===== src/rpm_pkg.sv =====
/*
 patch unit package: register addresses, bit positions, reset values, vector, types.
 assumes an 8-bit cpu with 16-bit addresses and a simple sfr strobe bus.
*/
// Notes on behaviour
// - compare every opcode fetch address with both addresses
// - per-comparator enable gates its match
// - match sets that comparator's hit flag
// - match redirects fetch to vector F7FDH
// - reset clears control register to 00H
// - hit flags stay set until software clears
// - control register takes bit and byte writes
// - enable 0 at bit 1, enable 1 at bit 3
// - reset clears both address registers to 0000H
package rpm_pkg;
	localparam logic [15:0] RPM_ADDR_CTRL    = 16'hFF8A;
	localparam logic [15:0] RPM_ADDR_PA0_LO  = 16'hFF38;
	localparam logic [15:0] RPM_ADDR_PA0_HI  = 16'hFF39;
	localparam logic [15:0] RPM_ADDR_PA1_LO  = 16'hFF3A;
	localparam logic [15:0] RPM_ADDR_PA1_HI  = 16'hFF3B;
	localparam int          RPM_BIT_HIT0     = 0;
	localparam int          RPM_BIT_EN0      = 1;
	localparam int          RPM_BIT_HIT1     = 2;
	localparam int          RPM_BIT_EN1      = 3;
	localparam logic [7:0]  RPM_CTRL_MASK    = 8'h0F;
	localparam logic [7:0]  RPM_CTRL_RESET   = 8'h00;
	localparam logic [15:0] RPM_ADDR_RESET   = 16'h0000;
	localparam logic [15:0] RPM_PATCH_VECTOR = 16'hF7FD;

	typedef struct packed {
		logic        fetch;
		logic        opcode;
		logic [15:0] addr;
	} rpm_fetch_t;

	typedef struct packed {
		logic        wr;
		logic        rd;
		logic        bit_op;
		logic [2:0]  bit_sel;
		logic [15:0] addr;
		logic [7:0]  wdata;
	} rpm_sfr_t;
endpackage : rpm_pkg


===== src/rpm_unit.sv =====
/*
 patch match unit: two address comparators on the fetch path, one control register.
 assumes fetch and sfr requests come from core logic on clk_sys, no synchronising needed.
*/
`timescale 1ns/1ns
module rpm_unit
	import rpm_pkg::*;
(
	// clock and reset
	input  wire logic        clk_sys,
	input  wire logic        rst_b,
	// fetch path
	input  wire rpm_fetch_t  fetch_in,
	output logic             patch_branch,
	output logic [15:0]      patch_target,
	// sfr access
	input  wire rpm_sfr_t    sfr_in,
	output logic [7:0]       sfr_rdata,
	output logic             sfr_hit
);
	logic [7:0]  patch_control;
	logic [7:0]  next_patch_control;
	logic [15:0] patch_address [2];
	logic [15:0] next_patch_address [2];
	logic [1:0]  match;
	logic [7:0]  wr_val;
	logic [7:0]  next_rdata;
	logic        opcode_fetch;

	assign opcode_fetch = fetch_in.fetch && fetch_in.opcode;

	// two comparators, each gated by its enable
	genvar g;
	generate
		for (g = 0; g < 2; g++) begin : g_cmp
			localparam int EN_BIT = g ? RPM_BIT_EN1 : RPM_BIT_EN0;
			assign match[g] = opcode_fetch && patch_control[EN_BIT]
				&& (fetch_in.addr == patch_address[g]);
		end
	endgenerate

	// combinational so the fetch is replaced in the same cycle
	assign patch_branch = |match;
	assign patch_target = RPM_PATCH_VECTOR;

	always_comb begin
		wr_val = sfr_in.wdata;
		if (sfr_in.bit_op) begin
			// bit manipulation: modify one bit of the current value
			wr_val = patch_control;
			wr_val[sfr_in.bit_sel] = sfr_in.wdata[0];
		end
		next_patch_control = patch_control;
		next_patch_address = patch_address;
		if (sfr_in.wr) begin
			if (sfr_in.addr == RPM_ADDR_CTRL) begin
				// writing 1 to a hit bit is not allowed, so it never sets one
				next_patch_control = wr_val & RPM_CTRL_MASK
					& patch_control | wr_val & RPM_CTRL_MASK
					& ~(8'h01 << RPM_BIT_HIT0) & ~(8'h01 << RPM_BIT_HIT1);
			end else if (sfr_in.addr == RPM_ADDR_PA0_LO) begin
				next_patch_address[0][7:0] = sfr_in.wdata;
			end else if (sfr_in.addr == RPM_ADDR_PA0_HI) begin
				next_patch_address[0][15:8] = sfr_in.wdata;
			end else if (sfr_in.addr == RPM_ADDR_PA1_LO) begin
				next_patch_address[1][7:0] = sfr_in.wdata;
			end else if (sfr_in.addr == RPM_ADDR_PA1_HI) begin
				next_patch_address[1][15:8] = sfr_in.wdata;
			end
		end
		// set wins over a clear in the same cycle; never self-cleared
		if (match[0])
			next_patch_control[RPM_BIT_HIT0] = 1'b1;
		if (match[1])
			next_patch_control[RPM_BIT_HIT1] = 1'b1;
	end

	always_comb begin
		next_rdata = sfr_rdata;
		// holds between reads so the core may sample late
		if (sfr_in.rd) begin
			next_rdata = 8'h00;
			if (sfr_in.addr == RPM_ADDR_CTRL) begin
				next_rdata = patch_control;
			end else if (sfr_in.addr == RPM_ADDR_PA0_LO) begin
				next_rdata = patch_address[0][7:0];
			end else if (sfr_in.addr == RPM_ADDR_PA0_HI) begin
				next_rdata = patch_address[0][15:8];
			end else if (sfr_in.addr == RPM_ADDR_PA1_LO) begin
				next_rdata = patch_address[1][7:0];
			end else if (sfr_in.addr == RPM_ADDR_PA1_HI) begin
				next_rdata = patch_address[1][15:8];
			end
		end
	end

	assign sfr_hit = (sfr_in.addr == RPM_ADDR_CTRL) || (sfr_in.addr == RPM_ADDR_PA0_LO)
		|| (sfr_in.addr == RPM_ADDR_PA0_HI) || (sfr_in.addr == RPM_ADDR_PA1_LO)
		|| (sfr_in.addr == RPM_ADDR_PA1_HI);

	always_ff @(posedge clk_sys or negedge rst_b) begin
		if (!rst_b) begin
			patch_control    <= RPM_CTRL_RESET;
			patch_address[0] <= RPM_ADDR_RESET;
			patch_address[1] <= RPM_ADDR_RESET;
			sfr_rdata        <= 8'h00;
		end else begin
			patch_control <= next_patch_control;
			patch_address <= next_patch_address;
			sfr_rdata     <= next_rdata;
		end
	end
endmodule : rpm_unit


===== config.mk =====
export PLATFORM = sky130hd
export DESIGN_NAME = rpm_unit
export DESIGN_NICKNAME = d
export VERILOG_FILES = /design/src/rpm_pkg.sv /design/src/rpm_unit.sv
export SDC_FILE = /design/constraint.sdc
export NUM_CORES = 1
export LEC_CHECK = 0
export BUFFER_PORTS_ARGS = -buffer_cell sky130_fd_sc_hd__buf_2
export CORE_MARGIN = 1
export CORE_UTILIZATION = 35
export CTS_BUF_LIST = sky130_fd_sc_hd__clkbuf_16
export DETAILED_ROUTE_END_ITERATION = 10
export SETUP_SLACK_MARGIN = 0.15
export SLEW_MARGIN = 5
export SYNTH_ARGS = -nofsm -noshare
export SYNTH_HDL_FRONTEND = slang
export SYNTH_SLANG_ARGS = --single-unit

===== constraint.sdc =====
create_clock -name clk_sys -period 2.8 [get_ports clk_sys]
set_input_delay 0.42 -clock clk_sys [delete_from_list [all_inputs] [get_ports clk_sys]]
set_output_delay 0.42 -clock clk_sys [all_outputs]
set_load 0.02 [all_outputs]

==> metrics.md, run 1 <==
| Metric | Value |
|---|---|
| Design Area, Final | 3230 um2 |
| Placed Area | 3060 um2 |
| Vias per cell | 5.11 |
| Max-cap check violation count | 0 |
| Synth area leaders | dfrtp_1 40%, mux2_2 14%, xnor2_1 10% |
| Initial Utilization | 36.9% |
| RePlAce Congestion | 0.805 |
| Synth Area in Compound Gates | under 10% |
| Number of library cell types mapped by synthesis | 41 |
| Via Count | 2022 |
| H-tree Lvls | 2 |
| Dpl cells | 388 |
| Skew final | about 0.004 ns |
| WP data arrival | roughly 2 ns |
| Non-Filler Instances | around 400 |
| Synth-to-Final Area Change | 17.9% |
| Io pins | 76 |
| Die height | roughly 90 um |
| RSZ-0062 raised after global routing | no |
| CP Launch Type | flip-flop |
| Post-Synth Simple-Gate Area | 13.9% |
| Period Utilization, post-route | between 80% and 90% |
| GRT Util Overall | 16.7% |
| Req. time, crit path | 2.38 ns |
| Post-synthesis adder-cell area fraction | 0% |
| TritonCTS clock tree | done |
| Core ar. | 7410 um2 |
| Final setup violation count | 0 |
| Hold crit path type | in2async |
| Gr ovfl total | 0 |
| Slew HR | 33.7% |
| Clk sink count | 44 |
| Power Dens Cells | ~450 nW/um2 |
| Vias in the first global route | around 2000 |
| DIE AREA | roughly 8200 um2 |
| Final #Nets | 346 |
| CP peak stage delay | 0.54 ns |
| Fill cells | 711 |
| Min Tclk post-route | between 2 and 2.5 ns |
| Synth Register Bits | 44 |
| Largest net degree at the start of global routing | 45 |
| I/O Buffers | 59 |
| Crit end category | primary output |
| Share of layout cells above drive strength 1 | 40.7% |
| CTS clk-pin slew, worst paths | 0.06 ns |
| Outcome | finished, final reports clean |
| Mean Syn Cell Area | 11.5 um2 |
| Largest family of logic cells by synthesized area | multiplexers |
| DR DRC count | 0 |
| Final-report hold violation count | 0 |
| Maximum clock path buffer count | 2 |
| Final worst hold slack | between 0.3 and 0.4 ns |
| Fmax | 423 MHz |
| Quantity of hold-fixing buffers added after cts | 0 |
| Synth warn | 0 |
| Worst-Skew Late Latency | 0.28 ns |
| Total CTS buffers | 5 |
| Multi-input logic area | about 1500 um2 |
| Xor-xnor portion of the synthesized cell area | 10.2% |
| DR WL/cell | 16.4 um |
| Cts repair resizes | 0 |
| Worst setup path start | patch_address[15]$_DFFE_PN0P_ |
| Initial antenna violation count | 0 |
| Initial DRC Count | 46 |
| Setup TNS | 0 ns |
| Cells along the critical path | xnor2_1 -> nand4_1 -> or4_1 -> o22ai_1 -> buf_2 |
| Global-route wire length before repair | 10600 um |
| Drt total wl | 6500 um |
| Area leader, netlist | dfrtp_1 |
| Mapped Area | 2740 um2 |
| DPL Wire Length | 4940 um |
| Setup Crit Path Kind | reg2out |
| Max stage delay cell, worst path | or4_1 |
| ANT cells | 0 |
| Worst Tran Pin Value | 0.995 ns |
| CTS Root Cell | clkbuf_16 |
| Row count | 31 |
| Reg2reg start | patch_address[30]$_DFFE_PN0P_ |
| First-pass DRT Iterations | 4 |
| Setup ws final | 0.435 ns |
| Mapped Cells | 238 |
| Sequential-to-total area share from yosys stat | 40.3% |
| Die Wd | 90.4 um |
| Post-CTS Setup Repair Bufs | 0 |
| Max FO, Critical Path | 3 |
| Storage element area | 1100 um2 |
| Mux contribution to synthesized area | 18.5% |
| Post-route ant nets | 0 |
| Final Max Slew Viols | 0 |
| Leakage power | 0.00157 uW |
| Pre-CTS setup slack | 0.547 ns |
| Yosys top cell area share | between 40% and 50% |
| VDD IR max | 0.000231 V |
==> synthesized netlist by cell type <==
library cell	n
a21bo_2	2
a21o_1	3
a21oi_1	6
a22oi_1	4
a31o_2	1
a31oi_1	3
a41o_1	5
a41oi_1	2
and2_1	1
and3_1	1
and4_1	1
and4bb_2	2
buf_1	1
buf_2	4
buf_4	16
buf_6	1
clkbuf_1	3
conb_1	2
dfrtp_1	44
inv_1	9
mux2_2	35
mux4_2	5
nand2_1	2
nand3_1	7
nand3_2	2
nand3b_1	1
nand4_1	10
nand4_2	1
nand4b_4	3
nor2_1	7
nor2b_1	3
nor3_2	1
nor4_1	3
nor4_4	1
o21a_1	1
o21ai_0	8
o22ai_1	1
o2bb2ai_1	1
or3_1	1
or4_1	2
xnor2_1	32
==> per-stage QoR <==
step           power (uW)  util [%]
3_3_place_gp          820      41.3
4_1_cts              1470      43.5
3_5_place_dp          821      41.3
6_report             1450      43.5
2_1_floorplan         756         -
5_1_grt              1500      43.5
==> metal layers <==
metal | track usage, % | wire length (um) | share of wire, % | up-vias
met3 | 4.12 | 368 | 5.7 | 8
met4 | 5.78 | 115 | 1.8 | 0
met5 | 0 | 0 | 0 | -
li1 | - | - | - | 962
met2 | 25.8 | 2810 | 43 | 74
met1 | 22.7 | 3200 | 49 | 978
==> cells by family after synthesis <==
group,after synthesis
simple gates,49
xor+xnor,32
flops,44
compound gates,37
other cells,2
buf+inv,34
mux,40
==> path summary, 6_finish.rpt <==
kind / to / slack, ns / depth (start not counted)
min in group clk_sys: patch_address[29]$_DFFE_PN0P_ / 0.42 / 2
worst max register to register: patch_control[0]$_DFFE_PN0P_ / 1.28 / 4
max in group asynchronous: patch_address[14]$_DFFE_PN0P_ / 1.87 / 1
worst min-delay path: patch_address[26]$_DFFE_PN0P_ / 0.31 / 1
worst min register to register: sfr_rdata[2]$_DFFE_PN0P_ / 0.49 / 1
worst max-delay path: patch_branch / 0.43 / 5
==> placed cells by master (no fill, tap or decap), types with 3 or more instances in the layout <==
master | Yosys | routed
nor2_1 | 7 | 7
a21o_1 | 3 | 3
a31oi_1 | 3 | 3
mux2_2 | 35 | 35
inv_1 | 9 | 9
dfrtp_1 | 44 | 44
a41o_1 | 5 | 5
nand4_1 | 10 | 10
clkbuf_16 | 0 | 5
buf_2 | 4 | 59
nand4b_4 | 3 | 3
a21oi_1 | 6 | 6
conb_1 | 2 | 16
a22oi_1 | 4 | 4
mux4_2 | 5 | 5
xnor2_1 | 32 | 32
nor2b_1 | 3 | 3
nor4_1 | 3 | 3
buf_4 | 16 | 3
o21ai_0 | 8 | 8
nand3_1 | 7 | 7
==> where the power goes <==
part           leakage, uW  total, uW  internal (uW)  switching, uW
combinational     0.000892        168           63.5            105
sequential        0.000600        640            639           1.31
clock            0.0000789        647            415            232
==> worst max-delay path: cells and delay by family (launching register included) <==
family,cells,cell delay [ns]
buffers and inverters,1,0.19
AO/OA/AOI/OAI,1,0.20
XOR/XNOR,1,0.22
flip-flops,1,0.41
AND/OR/NAND/NOR,2,0.65
==> state kept, by name (all words and copies together) (netlist names) <==
signal         flops
patch_address     32
sfr_rdata          8
patch_control      4
==> layout make-up <==
type / instances / area share (%)
Clock inverter: 3 / 1.16
Tap cell: 99 / 3.84
Sequential cell: 44 / 34.1
Clock buffer: 5 / 3.88
Inverter: 9 / 1.05
Multi-Input combinational cell: 174 / 46.1
Timing Repair Buffer: 62 / 9.85
Power figures use the tool's default switching activity.
==> run 2, diff against run 1 <==
Clock period 2.8 ns to 1.95 ns, I/O delays scaled along.
==> run 2 against run 1 <==
  * The flow now finishes with violations (setup timing)
  * Sequential power grew 44%
  * Critical path depth is the same
  * Die area is the same
  * Worst setup slack lost 0.64 ns
  * Cell area grew 5.2%
  * Clock power grew 24%
  * Worst hold slack lost 0.23 ns
  * Via count grew 1.2%
  * Routed wire length grew 2.6%
  * Sequential share of layout area shrank 1.7 points
  * Critical path type unchanged
==> metrics.md, run 2 (synthesized netlist as in run 1, its figures left out) <==
| Metric | Value |
|---|---|
| Core ar. | 7410 um2 |
| Fill cells | between 700 and 800 |
| Skew final | 0.00625 ns |
| Crit end category | primary output |
| DIE AREA | 8170 um2 |
| Final-report hold violation count | 0 |
| Worst-Skew Late Latency | a little under 0.3 ns |
| CTS clk-pin slew, worst paths | around 0.06 ns |
| Slew HR | 61.9% |
| Largest Register | patch_address |
| Clk sink count | 44 |
| Quantity of hold-fixing buffers added after cts | 0 |
| I/O Buffers | 59 |
| DPL Wire Length | slightly above 5000 um |
| RePlAce Congestion | approximately 0.80 |
| Storage element area | 1100 um2 |
| Max FO, Critical Path | 3 |
| Maximum clock path buffer count | 2 |
| Failing checks | setup timing |
| Global-route wire length before repair | 10700 um |
| WP data arrival | 1.86 ns |
| Min Tclk post-route | 2.16 ns |
| TritonCTS clock tree | done |
| Final setup violation count | 1 |
| Via Count | 2047 |
| Top flop regs | patch_address x32, sfr_rdata x8, patch_control x4 |
| Most used cells in the layout excluding fill and tap cells | 58 x buf_2, 44 x dfrtp_1, 35 x mux2_2, 27 x xnor2_1, 16 x conb_1 |
| H-tree Lvls | 2 |
| Synth-to-Final Area Change | 24.0% |
| Fmax | 464 MHz |
| GRT Util Overall | 17.0% |
| Outcome | complete, but fails checks |
| Setup Crit Path Kind | reg2out |
| Row count | 31 |
| DR DRC count | 0 |
| Die Wd | 90.4 um |
| Most common cell after layout, fill and taps aside | buf_2 |
| Final #Nets | 360 |
| CP Launch Type | flip-flop |
| Worst Tran Pin Value | 0.572 ns |
| DR WL/cell | 16.3 um |
| First-pass DRT Iterations | 4 |
| Total CTS buffers | 5 |
| Drt total wl | between 6000 and 7000 um |
| Period Utilization, post-route | 111% |
| Req. time, crit path | 1.66 ns |
| Gr ovfl total | 0 |
| Setup ws final | -0.205 ns |
| CTS Root Cell | clkbuf_16 |
| RSZ-0062 raised after global routing | yes |
| Max-cap check violation count | 0 |
| Pre-CTS setup slack | -0.0415 ns |
| Share of layout cells above drive strength 1 | 46.1% |
| Placed Area | 3170 um2 |
| ANT cells | 0 |
| Vias in the first global route | approximately 2000 |
| Vias per cell | 5.00 |
| Leakage power | between 0.0015 and 0.002 uW |
| Final Util | 45.8% |
| Largest register FFs | 32 |
| Hold crit path type | in2async |
| Largest net degree at the start of global routing | 45 |
| Io pins | 76 |
| Initial DRC Count | 81 |
| Die height | between 90 and 100 um |
| Design Area, Final | between 3000 and 4000 um2 |
| Power Dens Cells | 582 nW/um2 |
| Post-route ant nets | 0 |
| VDD IR max | a little over 0.0004 V |
| Initial antenna violation count | 0 |
| Initial Utilization | 36.9% |
| Final Max Slew Viols | 0 |
| Multi-input logic area | 1550 um2 |
-- run 2: changes by cell type in the layout (fill, tap and decap cells not counted), sizes merged --
cell / before / now
buf: 62 / 76
bufinv: 1 / 0
clkinv: 2 / 1
inv: 9 / 10
-- run 2: path summary, 6_finish.rpt --
kind                                                     from                            end  slack, ns  cells past startpoint
min in group clk_sys                                sfr_in[7]  patch_address[31]$_DFFE_PN0P_       0.28                      2
worst max-delay path            patch_address[17]$_DFFE_PN0P_                   patch_branch      -0.21                      5
worst max register to register  patch_address[17]$_DFFE_PN0P_   patch_control[0]$_DFFE_PN0P_       0.43                      4
max in group asynchronous                               rst_b   patch_address[3]$_DFFE_PN0P_       1.47                      2
worst min-delay path                                    rst_b   patch_address[9]$_DFFE_PN0P_       0.08                      2
worst min register to register       sfr_rdata[2]$_DFFE_PN0P_       sfr_rdata[2]$_DFFE_PN0P_       0.51                      1
-- run 2: worst max-delay path, stage by stage, from the launching register on --
cell and delay [ns]:
dfrtp_1 0.41, xnor2_1 0.17, nand4_1 0.13, or4_4 0.58, o22ai_4 0.14, buf_6 0.14
-- run 2: power by group --
| group | total [uW] | switching [uW] | internal (uW) |
|---|---|---|---|
| clock network | 803 | 342 | 461 |
| registers | 919 | 2.08 | 917 |
| logic | 253 | 154 | 99.1 |
-- run 2: layout make-up --
type / instances / area share (%)
multi-input cells: 174 / 45.6
flip-flops and latches: 44 / 32.5
repair buffers: 76 / 13.4
clock buffers: 5 / 3.69
well taps: 99 / 3.65
inverters: 9 / 0.996
clock inverters: 2 / 0.258
-- run 2: through the flow --
step	setup TNS (ns)	total power [uW]	hold slack [ns]	std cells
floorplan	0	1090	-0.00309	252
global placement	-0.000918	1180	0.404	398
detailed placement	-0.0415	1190	0.410	398
CTS	-0.234	1980	0.107	407
global route	-0.283	2050	0.136	409
finish	-0.205	1980	0.0828	409
-- run 2: timing repair --
item / 4_1_cts / 5_1_grt
resized for setup: 7 / 3
cloned: 0 / 0
endpoints found under the setup margin: 1 / 1
pin swaps: 7 / 8
buffers inserted: 2 / 2
-- run 2: metal layers --
metal	track usage [%]	wire, um	up-vias
li1	-	-	991
met1	24.3	3170	969
met2	26.0	2980	79
met3	3.45	399	8
met4	5.24	112	0
met5	0	0	-
==> run 3, diff against run 2 <==
--- a/config.mk
+++ b/config.mk
@@ -6,4 +6,5 @@
 export NUM_CORES = 1
 export LEC_CHECK = 0
+export ABC_CLOCK_PERIOD_IN_PS = 1950
 export BUFFER_PORTS_ARGS = -buffer_cell sky130_fd_sc_hd__buf_2
 export CORE_MARGIN = 1
@@ -11,4 +12,5 @@
 export CTS_BUF_LIST = sky130_fd_sc_hd__clkbuf_16
 export DETAILED_ROUTE_END_ITERATION = 10
+export REMOVE_ABC_BUFFERS = 1
 export SETUP_SLACK_MARGIN = 0.15
 export SLEW_MARGIN = 5
==> constraint.sdc (replaced) <==
create_clock -name clk_sys -period 1.95 [get_ports clk_sys]
set_input_delay 0.2925 -clock clk_sys [delete_from_list [all_inputs] [get_ports clk_sys]]
set_output_delay 0.2925 -clock clk_sys [all_outputs]
set_load 0.05 [all_outputs]
==> run 3 against run 2 <==
  * The flow still finishes with violations (setup timing)
  * First-iteration DRC count shrank 2.5%
  * Combinational power grew 21%
  * Global-route usage grew 0.90 points
  * Via count grew 2.5%
  * Sequential share of layout area shrank 0.54 points
  * Die area is the same
  * Sequential power is essentially flat
  * Clock power shrank 2%
  * Register-to-register slack is essentially flat
  * Critical endpoint unchanged
  * Largest power group unchanged
==> metrics.md, run 3 (synthesized netlist as in run 1, its figures left out) <==
| Metric | Value |
|---|---|
| Outcome | complete, but fails checks |
| Failing checks | setup timing |
| Worst Tran Pin Value | 0.578 ns |
| Final-report hold violation count | 0 |
| Final Max Slew Viols | 0 |
| Io pins | 76 |
| First-pass DRT Iterations | 4 |
| Top flop regs | patch_address x32, sfr_rdata x8, patch_control x4 |
| Max FO, Critical Path | 2 |
| DPL Wire Length | about 5300 um |
| Slew HR | 61.5% |
| ANT cells | 0 |
| Crit end category | primary output |
| Leakage power | between 0.0015 and 0.002 uW |
| Power Dens Cells | 583 nW/um2 |
| RSZ-0062 raised after global routing | yes |
| Multi-input logic area | 1540 um2 |
| Final setup violation count | 1 |
| Fmax | 452 MHz |
| RePlAce Congestion | 0.763 |
| VDD IR max | 0.000296 V |
| Setup TNS | -0.264 ns |
| Reg2reg start | patch_address[5]$_DFFE_PN0P_ |
| Row count | 31 |
| Setup Crit Path Kind | reg2out |
| Most common cell after layout, fill and taps aside | buf_2 |
| Pre-CTS setup slack | -0.150 ns |
| Min Tclk post-route | about 2.2 ns |
| TritonCTS clock tree | done |
| DR DRC count | 0 |
| Total CTS buffers | 5 |
| Clk sink count | 44 |
| Global-route wire length before repair | 11300 um |
| Skew final | 0.00704 ns |
| CTS Root Cell | clkbuf_16 |
| Largest net degree at the start of global routing | 45 |
| I/O Buffers | 59 |
| Gr ovfl total | 0 |
| Max-cap check violation count | 0 |
| Storage element area | 1100 um2 |
| Final #Nets | 370 |
| Share of layout cells above drive strength 1 | 47.0% |
| Vias in the first global route | around 2200 |
| Synth-to-Final Area Change | 26.1% |
| Fill cells | 707 |
| Die Wd | 90.4 um |
| Maximum clock path buffer count | 2 |
| Largest Register | patch_address |
| Initial DRC Count | 79 |
| Final Util | ~47% |
| Die height | 90.4 um |
| DIE AREA | 8170 um2 |
| Hold crit path type | in2async |
| H-tree Lvls | 2 |
| Drt total wl | 6820 um |
| Period Utilization, post-route | 114% |
| GRT Util Overall | between 10% and 20% |
| Req. time, crit path | 1.66 ns |
| Largest register FFs | 32 |
| Initial Utilization | 36.9% |
| CP Launch Type | flip-flop |
| R2r endpoint | patch_control[2]$_DFFE_PN0P_ |
| Most used cells in the layout excluding fill and tap cells | 58 x buf_2, 44 x dfrtp_1, 35 x mux2_2, 28 x xnor2_1, 26 x buf_4 |
| FF-to-FF setup slack | 0.42 ns |
| Post-route ant nets | 0 |
| Vias per cell | 5.00 |
| WP data arrival | between 1.5 and 2 ns |
| R2R cell count | 4 |
| Initial antenna violation count | 0 |
| DR WL/cell | roughly 16 um |
| Setup ws final | -0.264 ns |
| Worst-Skew Late Latency | 0.28 ns |
| Core ar. | between 7000 and 8000 um2 |
| Quantity of hold-fixing buffers added after cts | 0 |
| CTS clk-pin slew, worst paths | 0.06 ns |
| Via Count | 2098 |
-- run 3: changes by cell type in the layout (fill, tap and decap cells not counted) --
cell / before / now
xnor2_1: 27 / 28
clkinv_1: 0 / 1
inv_1: 10 / 11
clkinv_2: 1 / 0
buf_12: 2 / 1
xnor2_2: 5 / 4
buf_4: 15 / 26
-- run 3: how the worst max path moves through the flow --
stage	startpoint	to	slack [ns]	depth (start not counted)
floorplan	patch_address[1]$_DFFE_PN0P_	patch_branch	-0.27	4
detailed placement	fetch_in[5]	patch_branch	-0.15	6
global placement	fetch_in[5]	patch_branch	-0.15	6
finish	patch_address[5]$_DFFE_PN0P_	patch_branch	-0.26	5
global route	patch_address[5]$_DFFE_PN0P_	patch_branch	-0.32	5
CTS	patch_address[15]$_DFFE_PN0P_	patch_branch	-0.26	5
-- run 3: critical path, cell delays in order, from the launching register on --
cell and delay (ns):
dfrtp_1 0.40, xnor2_2 0.19, nand4_1 0.12, or4_4 0.57, o22ai_4 0.17, buf_6 0.18
-- run 3: metal layers --
metal | global-route usage, % | vias up | routed length, um
li1 | - | 1013 | -
met4 | 4.44 | 0 | 98
met2 | 30.3 | 75 | 3250
met1 | 23.1 | 1002 | 3100
met3 | 4.12 | 8 | 366
met5 | 0 | - | 0
-- run 3: area by class of cell --
cell class | count | share of cell area (%)
clock buffers | 5 | 3.63
clock inverters | 3 | 0.326
inverters | 9 | 0.979
multi-input cells | 174 | 44.6
flip-flops and latches | 44 | 31.9
well taps | 99 | 3.59
repair buffers | 86 | 15.0
-- run 3: where the power goes --
part / internal, uW / switching [uW] / leakage (uW)
clock network: 461 / 327 / 0.0000738
logic: 99.2 / 205 / 0.00104
registers: 918 / 2.02 / 0.000600
-- run 3: through the flow --
stage	power [uW]	cells	cell area, um2	hold WS [ns]
finish	2010	420	3450	0.0878
global route	2090	420	3450	0.146
CTS	2040	420	3440	0.111
detailed placement	1240	410	3240	0.414
global placement	1240	410	3240	0.412
floorplan	1090	227	2620	-0.00309
-- run 3: timing repair --
| item | 4_1_cts | 5_1_grt |
|---|---|---|
| pin swaps | 8 | 5 |
| setup buffers | 2 | 0 |
| gates resized for setup | 9 | 1 |
| endpoints found under the setup margin | 1 | 1 |
